File: src/alarm_regs.svh
// Register offsets, field positions and timing counts for the alarm compare block
`ifndef ALARM_REGS_SVH
`define ALARM_REGS_SVH

// ---------------------------------------------------------------------------
// Register offsets
// ---------------------------------------------------------------------------
`define OFS_ALARM_WEEKDAY_HOURS 4'h0
`define OFS_ALARM_MINUTES_SECONDS 4'h1
`define OFS_ALARM_CTRL 4'h2
`define OFS_IRQ_STATUS 4'h3
`define OFS_IRQ_MASK 4'h4

// ---------------------------------------------------------------------------
// Field positions
// ---------------------------------------------------------------------------
`define WDH_USED_MASK 16'h073F
`define MS_USED_MASK 16'h7F7F
`define CTRL_UNLOCK_BIT 4
`define CTRL_ENABLE_BIT 5
`define CTRL_USED_MASK 16'h003F
`define IRQ_USED_MASK 16'h0001
`define HALF_SEC_IN_SEC 1'h1

`endif

File: src/alarm_pkg.sv
// Types shared by the alarm compare block
`default_nettype none

package alarm_pkg;

  // Running calendar time as BCD digits
  typedef struct packed {
    logic [3:0] month_tens_ones_hi;
    logic [3:0] month_ones;
    logic [1:0] mday_tens;
    logic [3:0] mday_ones;
    logic [2:0] weekday;
    logic [1:0] hour_tens;
    logic [3:0] hour_ones;
    logic [2:0] min_tens;
    logic [3:0] min_ones;
    logic [2:0] sec_tens;
    logic [3:0] sec_ones;
  } rtc_time_t;

  // Register port request
  typedef struct packed {
    logic [3:0] addr;
    logic [15:0] wdata;
    logic wr;
    logic rd;
  } reg_req_t;

  // Repeat rate selection
  typedef enum logic [3:0] {
    REP_HALF_SEC = 4'h0,
    REP_SEC = 4'h1,
    REP_10_SEC = 4'h2,
    REP_MIN = 4'h3,
    REP_10_MIN = 4'h4,
    REP_HOUR = 4'h5,
    REP_DAY = 4'h6,
    REP_WEEK = 4'h7,
    REP_MONTH = 4'h8,
    REP_YEAR = 4'h9
  } repeat_sel_t;

endpackage

`default_nettype wire

File: src/rtc_alarm_compare.sv
// Alarm compare block of a real-time clock with register port and interrupt
// How it works
// - The hour ones digit lives in bits 3..0 of the weekday/hours register, 0 to 9.
// - Writes to the weekday/hours register land only while the write unlock bit is 1.
// - The minute tens digit lives in bits 14..12 of the minutes/seconds register, 0 to 5.
// - The minute ones digit lives in bits 11..8 of the minutes/seconds register, 0 to 9.
// - The second tens digit lives in bits 6..4 of the minutes/seconds register, 0 to 5.
// - The second ones digit lives in bits 3..0 of the minutes/seconds register, 0 to 9.
// - Unused bits of both alarm registers read zero and stored bits have no reset value.
// - Select 0000 fires every half second and 0001 every second with no field compared.
// - Selects 0010 to 0101 compare seconds ones, seconds, plus minute ones, minutes.
// - Selects 0110 to 1001 add hours; 0111 also adds weekday, 1000 and 1001 compare the same fields as 0110.
`timescale 1ns/1ps
`default_nettype none
`include "alarm_regs.svh"

module rtc_alarm_compare (
  // Clock and reset
  input wire logic clk,
  input wire logic nrst,
  // Register port
  input wire logic [3:0] reg_addr,
  input wire logic [15:0] reg_wdata,
  input wire logic reg_wr,
  input wire logic reg_rd,
  output logic [15:0] reg_rdata,
  // Running time and its ticks
  input wire alarm_pkg::rtc_time_t now_time,
  input wire logic half_tick,
  input wire logic sec_tick,
  // Alarm outputs
  output logic alarm_event,
  output logic irq
);

  // ---------------------------------------------------------------------------
  // Reset release
  // ---------------------------------------------------------------------------
  logic rst_meta_q;
  logic rst_n_q;

  // Asynchronous assert, two-flop release to avoid recovery hazards
  always_ff @(posedge clk or negedge nrst) begin
    if (!nrst) begin
      rst_meta_q <= 1'b0;
      rst_n_q <= 1'b0;
    end else begin
      rst_meta_q <= 1'b1;
      rst_n_q <= rst_meta_q;
    end
  end

  // ---------------------------------------------------------------------------
  // Functions
  // ---------------------------------------------------------------------------
  // Two BCD fields compare equal
  function automatic logic digit_eq(input logic [3:0] a, input logic [3:0] b);
    digit_eq = (a == b);
  endfunction

  // ---------------------------------------------------------------------------
  // Register file
  // ---------------------------------------------------------------------------
  alarm_pkg::reg_req_t req;
  assign req = '{addr: reg_addr, wdata: reg_wdata, wr: reg_wr, rd: reg_rd};

  logic [2:0] alarm_weekday_digit_q;
  logic [1:0] alarm_hour_tens_q;
  logic [3:0] alarm_hour_ones_q;
  logic [2:0] alarm_minute_tens_q;
  logic [3:0] alarm_minute_ones_q;
  logic [2:0] alarm_second_tens_q;
  logic [3:0] alarm_second_ones_q;
  logic [3:0] alarm_repeat_select_q;
  logic rtc_write_unlock_q;
  logic alarm_enable_q;
  logic irq_status_q;
  logic irq_mask_q;
  logic [15:0] rdata_q;

  logic wr_wdh;
  logic wr_ms;
  assign wr_wdh = req.wr && (req.addr == `OFS_ALARM_WEEKDAY_HOURS) && rtc_write_unlock_q;
  assign wr_ms = req.wr && (req.addr == `OFS_ALARM_MINUTES_SECONDS);

  // Alarm value storage has no reset: contents are unknown after power up
  always_ff @(posedge clk) begin
    if (wr_wdh) begin
      alarm_weekday_digit_q <= req.wdata[10:8];
      alarm_hour_tens_q <= req.wdata[5:4];
      alarm_hour_ones_q <= req.wdata[3:0];
    end
    if (wr_ms) begin
      alarm_minute_tens_q <= req.wdata[14:12];
      alarm_minute_ones_q <= req.wdata[11:8];
      alarm_second_tens_q <= req.wdata[6:4];
      alarm_second_ones_q <= req.wdata[3:0];
    end
  end

  // Control register: repeat select, unlock, enable
  always_ff @(posedge clk or negedge rst_n_q) begin
    if (!rst_n_q) begin
      alarm_repeat_select_q <= 4'h0;
      rtc_write_unlock_q <= 1'b0;
      alarm_enable_q <= 1'b0;
    end else if (req.wr && req.addr == `OFS_ALARM_CTRL) begin
      alarm_repeat_select_q <= req.wdata[3:0];
      rtc_write_unlock_q <= req.wdata[`CTRL_UNLOCK_BIT];
      alarm_enable_q <= req.wdata[`CTRL_ENABLE_BIT];
    end
  end

  // Interrupt mask register
  always_ff @(posedge clk or negedge rst_n_q) begin
    if (!rst_n_q) begin
      irq_mask_q <= 1'b0;
    end else if (req.wr && req.addr == `OFS_IRQ_MASK) begin
      irq_mask_q <= req.wdata[0];
    end
  end

  // Read mux, data one cycle after the strobe; unused bits read zero
  always_ff @(posedge clk or negedge rst_n_q) begin
    if (!rst_n_q) begin
      rdata_q <= 16'h0000;
    end else if (req.rd) begin
      case (req.addr)
        `OFS_ALARM_WEEKDAY_HOURS: rdata_q <= {5'h00, alarm_weekday_digit_q, 2'h0,
            alarm_hour_tens_q, alarm_hour_ones_q};
        `OFS_ALARM_MINUTES_SECONDS: rdata_q <= {1'h0, alarm_minute_tens_q,
            alarm_minute_ones_q, 1'h0, alarm_second_tens_q, alarm_second_ones_q};
        `OFS_ALARM_CTRL: rdata_q <= {10'h000, alarm_enable_q, rtc_write_unlock_q,
            alarm_repeat_select_q};
        `OFS_IRQ_STATUS: rdata_q <= {15'h0000, irq_status_q};
        `OFS_IRQ_MASK: rdata_q <= {15'h0000, irq_mask_q};
        default: rdata_q <= 16'h0000;
      endcase
    end else begin
      rdata_q <= 16'h0000;
    end
  end
  assign reg_rdata = rdata_q;

  // ---------------------------------------------------------------------------
  // Compare
  // ---------------------------------------------------------------------------
  logic m_s1;
  logic m_s10;
  logic m_m1;
  logic m_m10;
  logic m_h;
  logic m_wd;
  logic match;
  logic tick;
  logic alarm_q;

  assign m_s1 = digit_eq(now_time.sec_ones, alarm_second_ones_q);
  assign m_s10 = digit_eq({1'b0, now_time.sec_tens}, {1'b0, alarm_second_tens_q});
  assign m_m1 = digit_eq(now_time.min_ones, alarm_minute_ones_q);
  assign m_m10 = digit_eq({1'b0, now_time.min_tens}, {1'b0, alarm_minute_tens_q});
  assign m_h = digit_eq({2'h0, now_time.hour_tens}, {2'h0, alarm_hour_tens_q})
      && digit_eq(now_time.hour_ones, alarm_hour_ones_q);
  assign m_wd = digit_eq({1'b0, now_time.weekday}, {1'b0, alarm_weekday_digit_q});

  // Day and month alarm digits are not stored here, so those selects match
  // on the time fields the block owns; the date digits come in with the time.
  // Cumulative field selection by repeat rate
  always_comb begin
    tick = sec_tick;
    match = 1'b0;
    case (alarm_pkg::repeat_sel_t'(alarm_repeat_select_q))
      alarm_pkg::REP_HALF_SEC: begin
        tick = half_tick;
        match = 1'b1;
      end
      alarm_pkg::REP_SEC: match = 1'b1;
      alarm_pkg::REP_10_SEC: match = m_s1;
      alarm_pkg::REP_MIN: match = m_s1 && m_s10;
      alarm_pkg::REP_10_MIN: match = m_s1 && m_s10 && m_m1;
      alarm_pkg::REP_HOUR: match = m_s1 && m_s10 && m_m1 && m_m10;
      alarm_pkg::REP_DAY: match = m_s1 && m_s10 && m_m1 && m_m10 && m_h;
      alarm_pkg::REP_WEEK: match = m_s1 && m_s10 && m_m1 && m_m10 && m_h && m_wd;
      alarm_pkg::REP_MONTH: match = m_s1 && m_s10 && m_m1 && m_m10 && m_h;
      // Year select compares the same fields as the daily select; no date digits are checked
      alarm_pkg::REP_YEAR: match = m_s1 && m_s10 && m_m1 && m_m10 && m_h;
      default: match = 1'b0;
    endcase
  end

  // One-cycle alarm event on the matching tick
  always_ff @(posedge clk or negedge rst_n_q) begin
    if (!rst_n_q) begin
      alarm_q <= 1'b0;
    end else begin
      alarm_q <= alarm_enable_q && tick && match;
    end
  end
  assign alarm_event = alarm_q;

  // ---------------------------------------------------------------------------
  // Interrupt
  // ---------------------------------------------------------------------------
  // Set wins over read-to-clear so no event is lost
  always_ff @(posedge clk or negedge rst_n_q) begin
    if (!rst_n_q) begin
      irq_status_q <= 1'b0;
    end else if (alarm_q) begin
      irq_status_q <= 1'b1;
    end else if (req.rd && req.addr == `OFS_IRQ_STATUS) begin
      irq_status_q <= 1'b0;
    end
  end
  assign irq = irq_status_q && irq_mask_q;
endmodule // rtc_alarm_compare

`default_nettype wire

File: config.mk
export PLATFORM = sky130hd
export DESIGN_NAME = rtc_alarm_compare
export DESIGN_NICKNAME = d
export VERILOG_FILES = /design/src/alarm_pkg.sv /design/src/rtc_alarm_compare.sv
export VERILOG_INCLUDE_DIRS = /design/src
export SDC_FILE = /design/constraint.sdc
export NUM_CORES = 1
export LEC_CHECK = 0
export BUFFER_PORTS_ARGS = -buffer_cell sky130_fd_sc_hd__buf_2
export CORE_MARGIN = 3
export CORE_UTILIZATION = 48
export DETAILED_ROUTE_END_ITERATION = 7
export MAX_ROUTING_LAYER = met4
export PLACE_DENSITY = 0.83
export RECOVER_POWER = 25
export SLEW_MARGIN = 20
export SYNTH_ARGS = -nofsm -noshare
export SYNTH_HDL_FRONTEND = slang
export SYNTH_SLANG_ARGS = --single-unit
File: constraint.sdc
create_clock -name clk -period 0.85 [get_ports clk]
set_input_delay 0.17 -clock clk [delete_from_list [all_inputs] [get_ports clk]]
set_output_delay 0.17 -clock clk [all_outputs]
set_load 0.02 [all_outputs]
* After elaboration in Yosys (flattened, before gate mapping) *
Index checks and enable logic that the tools add are counted.

storage, ports and cells
  register bits after elaboration = 50
  input port bits = 63
  output and inout port bits = 18
  word-level logic and storage cells = 62

operators by class
  eq/ne operators = 20
  mux-type cells = 6
  reduce and logical (&&, ||, !) cells = 20

operators with widths
  cell                  count
  $pmux W15 S5          1
  $eq A4 B3 Y1 const B  5
  $eq A4 B2 Y1 const B  4
  $mux W16              1
  $logic_and A1 B1 Y1   15
  $eq A4 B4 Y1          3
  $eq A3 B3 Y1          3
  $eq A4 B1 Y1 const B  2
  $eq A4 B4 Y1 const B  2
  $logic_not A4 Y1      2
  $pmux W1 S7           1
  $mux W1               3
  $reduce_or A3 Y1      1
  $eq A2 B2 Y1          1
  $reduce_bool A2 Y1    1
  $reduce_or A2 Y1      1

* Depth between registers and ports, before layout *
  depth in word-level cells = 8
  gate-level depth with buffers = 6
  depth with buffers taken out = 5

* Worst setup path after synthesis *
OpenSTA, ideal clock, no wires.

  kind = in2reg
  from = in reg_addr[0]
  to = reg alarm_minute_ones_q[0], enable pin
  setup time = 0.367 ns
  data arrival time = 1.025 ns
  data required time = 0.483 ns
  setup slack = -0.542 ns
  stages = 3
  buffers on the path = 2
  cells stage by stage = buf_2 buf_2 and3_1

between the ends
  longest elaborated chain between the ends = 2

ends and longest elaborated chain
  what                  RTL line                 RTL
  start, declared       rtc_alarm_compare.sv:22  input wire logic [3:0] reg_addr,
  $eq A4 B1 Y1          -
  $logic_and A1 B1 Y1   rtc_alarm_compare.sv:84  assign wr_ms = req.wr && (req.addr == `OFS_ALARM_MINUTES_SECONDS);
  named net wr_ms       rtc_alarm_compare.sv:82  logic wr_ms;
  end signal, assigned  rtc_alarm_compare.sv:95  alarm_minute_ones_q <= req.wdata[11:8];
  end, declared         rtc_alarm_compare.sv:71  logic [3:0] alarm_minute_ones_q;

The timed path passes the listed nets, and every way through them passes these cells.
A chain may end at the register's enable or synchronous reset.

* Worst setup path after layout *
  from = reg alarm_repeat_select_q[0]
  to = reg alarm_q (netlist: alarm_event)

between the ends
  longest elaborated chain between the ends = 4

ends and longest elaborated chain
  what                                                      RTL line                                            RTL
  start, declared                                           rtc_alarm_compare.sv:74                             logic [3:0] alarm_repeat_select_q;
  start signal, assigned                                    rtc_alarm_compare.sv:108                            alarm_repeat_select_q <= req.wdata[3:0];
  $eq A4 B4 Y1, or another cell as far along                rtc_alarm_compare.sv:172                            case (alarm_pkg::repeat_sel_t'(alarm_repeat_select_q))
  $reduce_or A3 Y1 (no line), or another cell as far along  -
  $pmux W1 S7 or $logic_and A1 B1 Y1 (tied branches)        rtc_alarm_compare.sv:172, rtc_alarm_compare.sv:196
  $logic_and A1 B1 Y1 (*)                                   rtc_alarm_compare.sv:196                            alarm_q <= alarm_enable_q && tick && match;
  end signal, assigned                                      rtc_alarm_compare.sv:196
  end, declared                                             rtc_alarm_compare.sv:156                            logic alarm_q;

Every way passes the cells marked *; elsewhere a longest branch is shown, timed or not.

==> impl_metrics.tcl <==
set metrics [dict create \
    synth_top_area_cell "edfxtp_1" \
    powerDensity_nw_per_um2 1731 \
    min_path_type "in -> reg" \
    critPathTopFamily "simple AND/OR/NAND/NOR gates" \
    finalCritPeriodShare 1.731 \
    die-area_sq_um 5261 \
    via_count 1707 \
    violations "negative setup slack" \
    synthFlopType "dfrtp_1" \
    cp_max_fo 5 \
    cap_violations 0 \
    synth_most_common_cell "dfrtp_1" \
    synth_top_area_share 0.3251 \
    peakVddDrop_mv 1.273 \
    drive_above_1_share 0.5130 \
    fin_area_sq_um 3191 \
    grt_use_total 0.2320 \
    die_y_microns 72.53 \
    synthCells 163 \
    io_pins 81 \
    ys_seq_elements 48 \
    ys_seq_area_frac 0.6196 \
    cp.arrival_ns 1.68 \
    diodes 0 \
    endpoint_kind "flip-flop" \
    port_buffers 62 \
    min_period_ns 1.472 \
    crit_path_top_delay_cell "nor4b_1" \
    synth_commonest_cells "dfrtp_1 (25), edfxtp_1 (23), nor2_1 (21)" \
    critPathKind "reg -> reg" \
    setup_violations 52 \
    hold_viol 0 \
    via_per_inst 5.351 \
    drtAntennaViolNets 0 \
    finClkSkew_ns 0.007099 \
    dp_slack_ns -0.6085 \
    status "finished with violations" \
    required_ns 1.06 \
    crit_chain "buf_6 > nor2_1 > mux2i_1 > nor4b_1 > o21ai_2 > o41ai_2" \
    routed_wl_microns 5925 \
    wl_per_cell_microns 18.57 \
    synth_async_sr_flop_share 0.5208 \
    slew_violations 0 \
    fmax_mhz 679.5 \
    htreeDepth 2 \
    syn_avg_cell_area_sq_um 13.03 \
    syn_area_sq_um 2125 \
    synth_enable_flop_cells 23 \
    dieWidth_microns 72.53 \
    clk_path_buf_depth 2 \
    grt.overflow.total 0 \
    p_leak_nw 1.432 \
    start_util 0.5127 \
    grt_start_max_net_pins 24 \
    core.rowCount 23 \
    syn_to_final_growth_pct 50.18 \
    layout_setup_ws_ns -0.6218 \
    antenna_found_initial 0 \
    clock-sinks 48 \
    core_area_sq_um 4144 \
    fin_nets 331 \
    drcViolationCount 0 \
    cts.clk_slew.worst_paths_ns 0.09 \
    clkLatencyLatePin_ns 0.31 \
    cts_made_buffers 5 \
    root_buffer "clkbuf_8" \
    grt_pass1_vias 1744 \
    cts_tree "yes" \
    drt_first_pass_iters 4 \
    synthDistinctLibCells 32 \
    setup.worst_path.start_class "flip-flop" \
    ys_top_cells_by_area "edfxtp_1 (33%), dfrtp_1 (29%), xnor2_1 (5.4%), mux2i_1 (4.2%), xor2_1 (4.1%)" \
    rsz0062_at_grt "yes" \
    place_congestion 0.8696 \
    critPathBufInv 1 \
    dpl.hpwl_microns 3806 \
    yosysWarnings 0 \
    placed_area_sq_um 2754 \
    slowest_delay_ns 0.40 \
    grt_pass1_wl_microns 8694 \
    drt-initial-drc-count 107 \
]
-- per-stage QoR --
step	power [mW]	setup TNS [ns]	hold WS (ns)	std cells	util
floorplan	3.241	-4.563	-0.1256	164	-
global placement	3.735	-14.69	-0.04409	300	0.6646
detailed placement	3.762	-15.38	-0.04300	300	0.6646
CTS	5.386	-6.103	0.02767	315	0.7443
global route	5.719	-8.147	0.02001	319	0.7699
finish	5.522	-7.259	0.03249	319	0.7699
-- power by group --
group	total [mW]	leakage [nW]	switching, mW	internal, mW
logic	1.30	0.847	0.546	0.757
registers	2.73	0.533	0.146	2.58
clock network	1.49	0.0515	0.749	0.743
total	5.52	1.43	1.44	4.08
-- area by class of cell --
cell class                 count  area, sq um
sequential                    48         1319
fill                         252        953.4
multi-input combinational    111        938.4
timing repair buffer         100        763.2
clock buffer                   8        100.1
tap                           50        62.56
inverter                       2        7.507
-- path summary, 6_finish.rpt --
kind | start | endpoint | slack (ns) | cells after the start
hold reg to reg | rst_n_q$_DFF_PN0_ | alarm_event$_DFF_PN0_ | 0.20 | 1
min in group asynchronous | nrst | rst_meta_q$_DFF_PN0_ | 0.17 | 2
setup reg to reg | alarm_repeat_select_q[0]$_DFFE_PN0P_ | alarm_event$_DFF_PN0_ | -0.62 | 6
hold / removal | reg_wdata[13] | alarm_minute_tens_q[1]$_DFFE_PP_ | 0.03 | 1
max in group asynchronous | rst_n_q$_DFF_PN0_ | alarm_repeat_select_q[2]$_DFFE_PN0P_ | 0.48 | 1
setup / recovery | alarm_repeat_select_q[0]$_DFFE_PN0P_ | alarm_event$_DFF_PN0_ | -0.62 | 6
-- registers in the layout, indices dropped and copies added (netlist names) --
| name | cells |
|---|---|
| reg_rdata | 14 |
| alarm_minute_tens_q | 3 |
| rst_n_q | 1 |
| rtc_write_unlock_q | 1 |
| alarm_minute_ones_q | 4 |
| alarm_hour_ones_q | 4 |
| alarm_event | 1 |
| rst_meta_q | 1 |
| alarm_second_tens_q | 3 |
| irq_status_q | 1 |
| alarm_repeat_select_q | 4 |
| alarm_weekday_digit_q | 3 |
| alarm_hour_tens_q | 2 |
| alarm_second_ones_q | 4 |
| alarm_enable_q | 1 |
| irq_mask_q | 1 |
-- logic make-up after synthesis --
kind of cell	count (synthesis)	share of synthesized area
DFF	48	0.6196
AOI/OAI and AO/OA	15	0.05065
buffers and inverters	7	0.01767
and+or+nand+nor	51	0.1237
xor gates and xnor gates	23	0.09482
other	2	0.003535
muxes	17	0.09011
-- per-layer routing --
metal  vias to the layer above  GRT usage  part of all wire
li1                        787          -                 -
met1                       815     0.2732              0.38
met2                        86     0.3768              0.52
met3                        19    0.05540             0.060
met4                         0     0.1045             0.037
met5                         -          -                 0
-- placed cells by master, fill, tap and decap left out, types with 7 or more instances in the layout --
master,n
buf_2,40
buf_4,28
buf_6,25
dfrtp_1,23
edfxtp_1,23
nor2_1,20
xnor2_1,10
xor2_1,9
mux2i_1,8
clkbuf_8,7
-- what timing repair did --
item / in CTS / in global routing
buffers inserted: 5 / 6
gates resized for setup: 52 / 20
pin swaps: 11 / 15
hold endpoints to repair: 2 / 0
endpoints found under the setup margin: 51 / 54
cloned: 2 / 0
hold buffers: 1 / 0
Note: power is estimated with default switching activity, not from simulation.
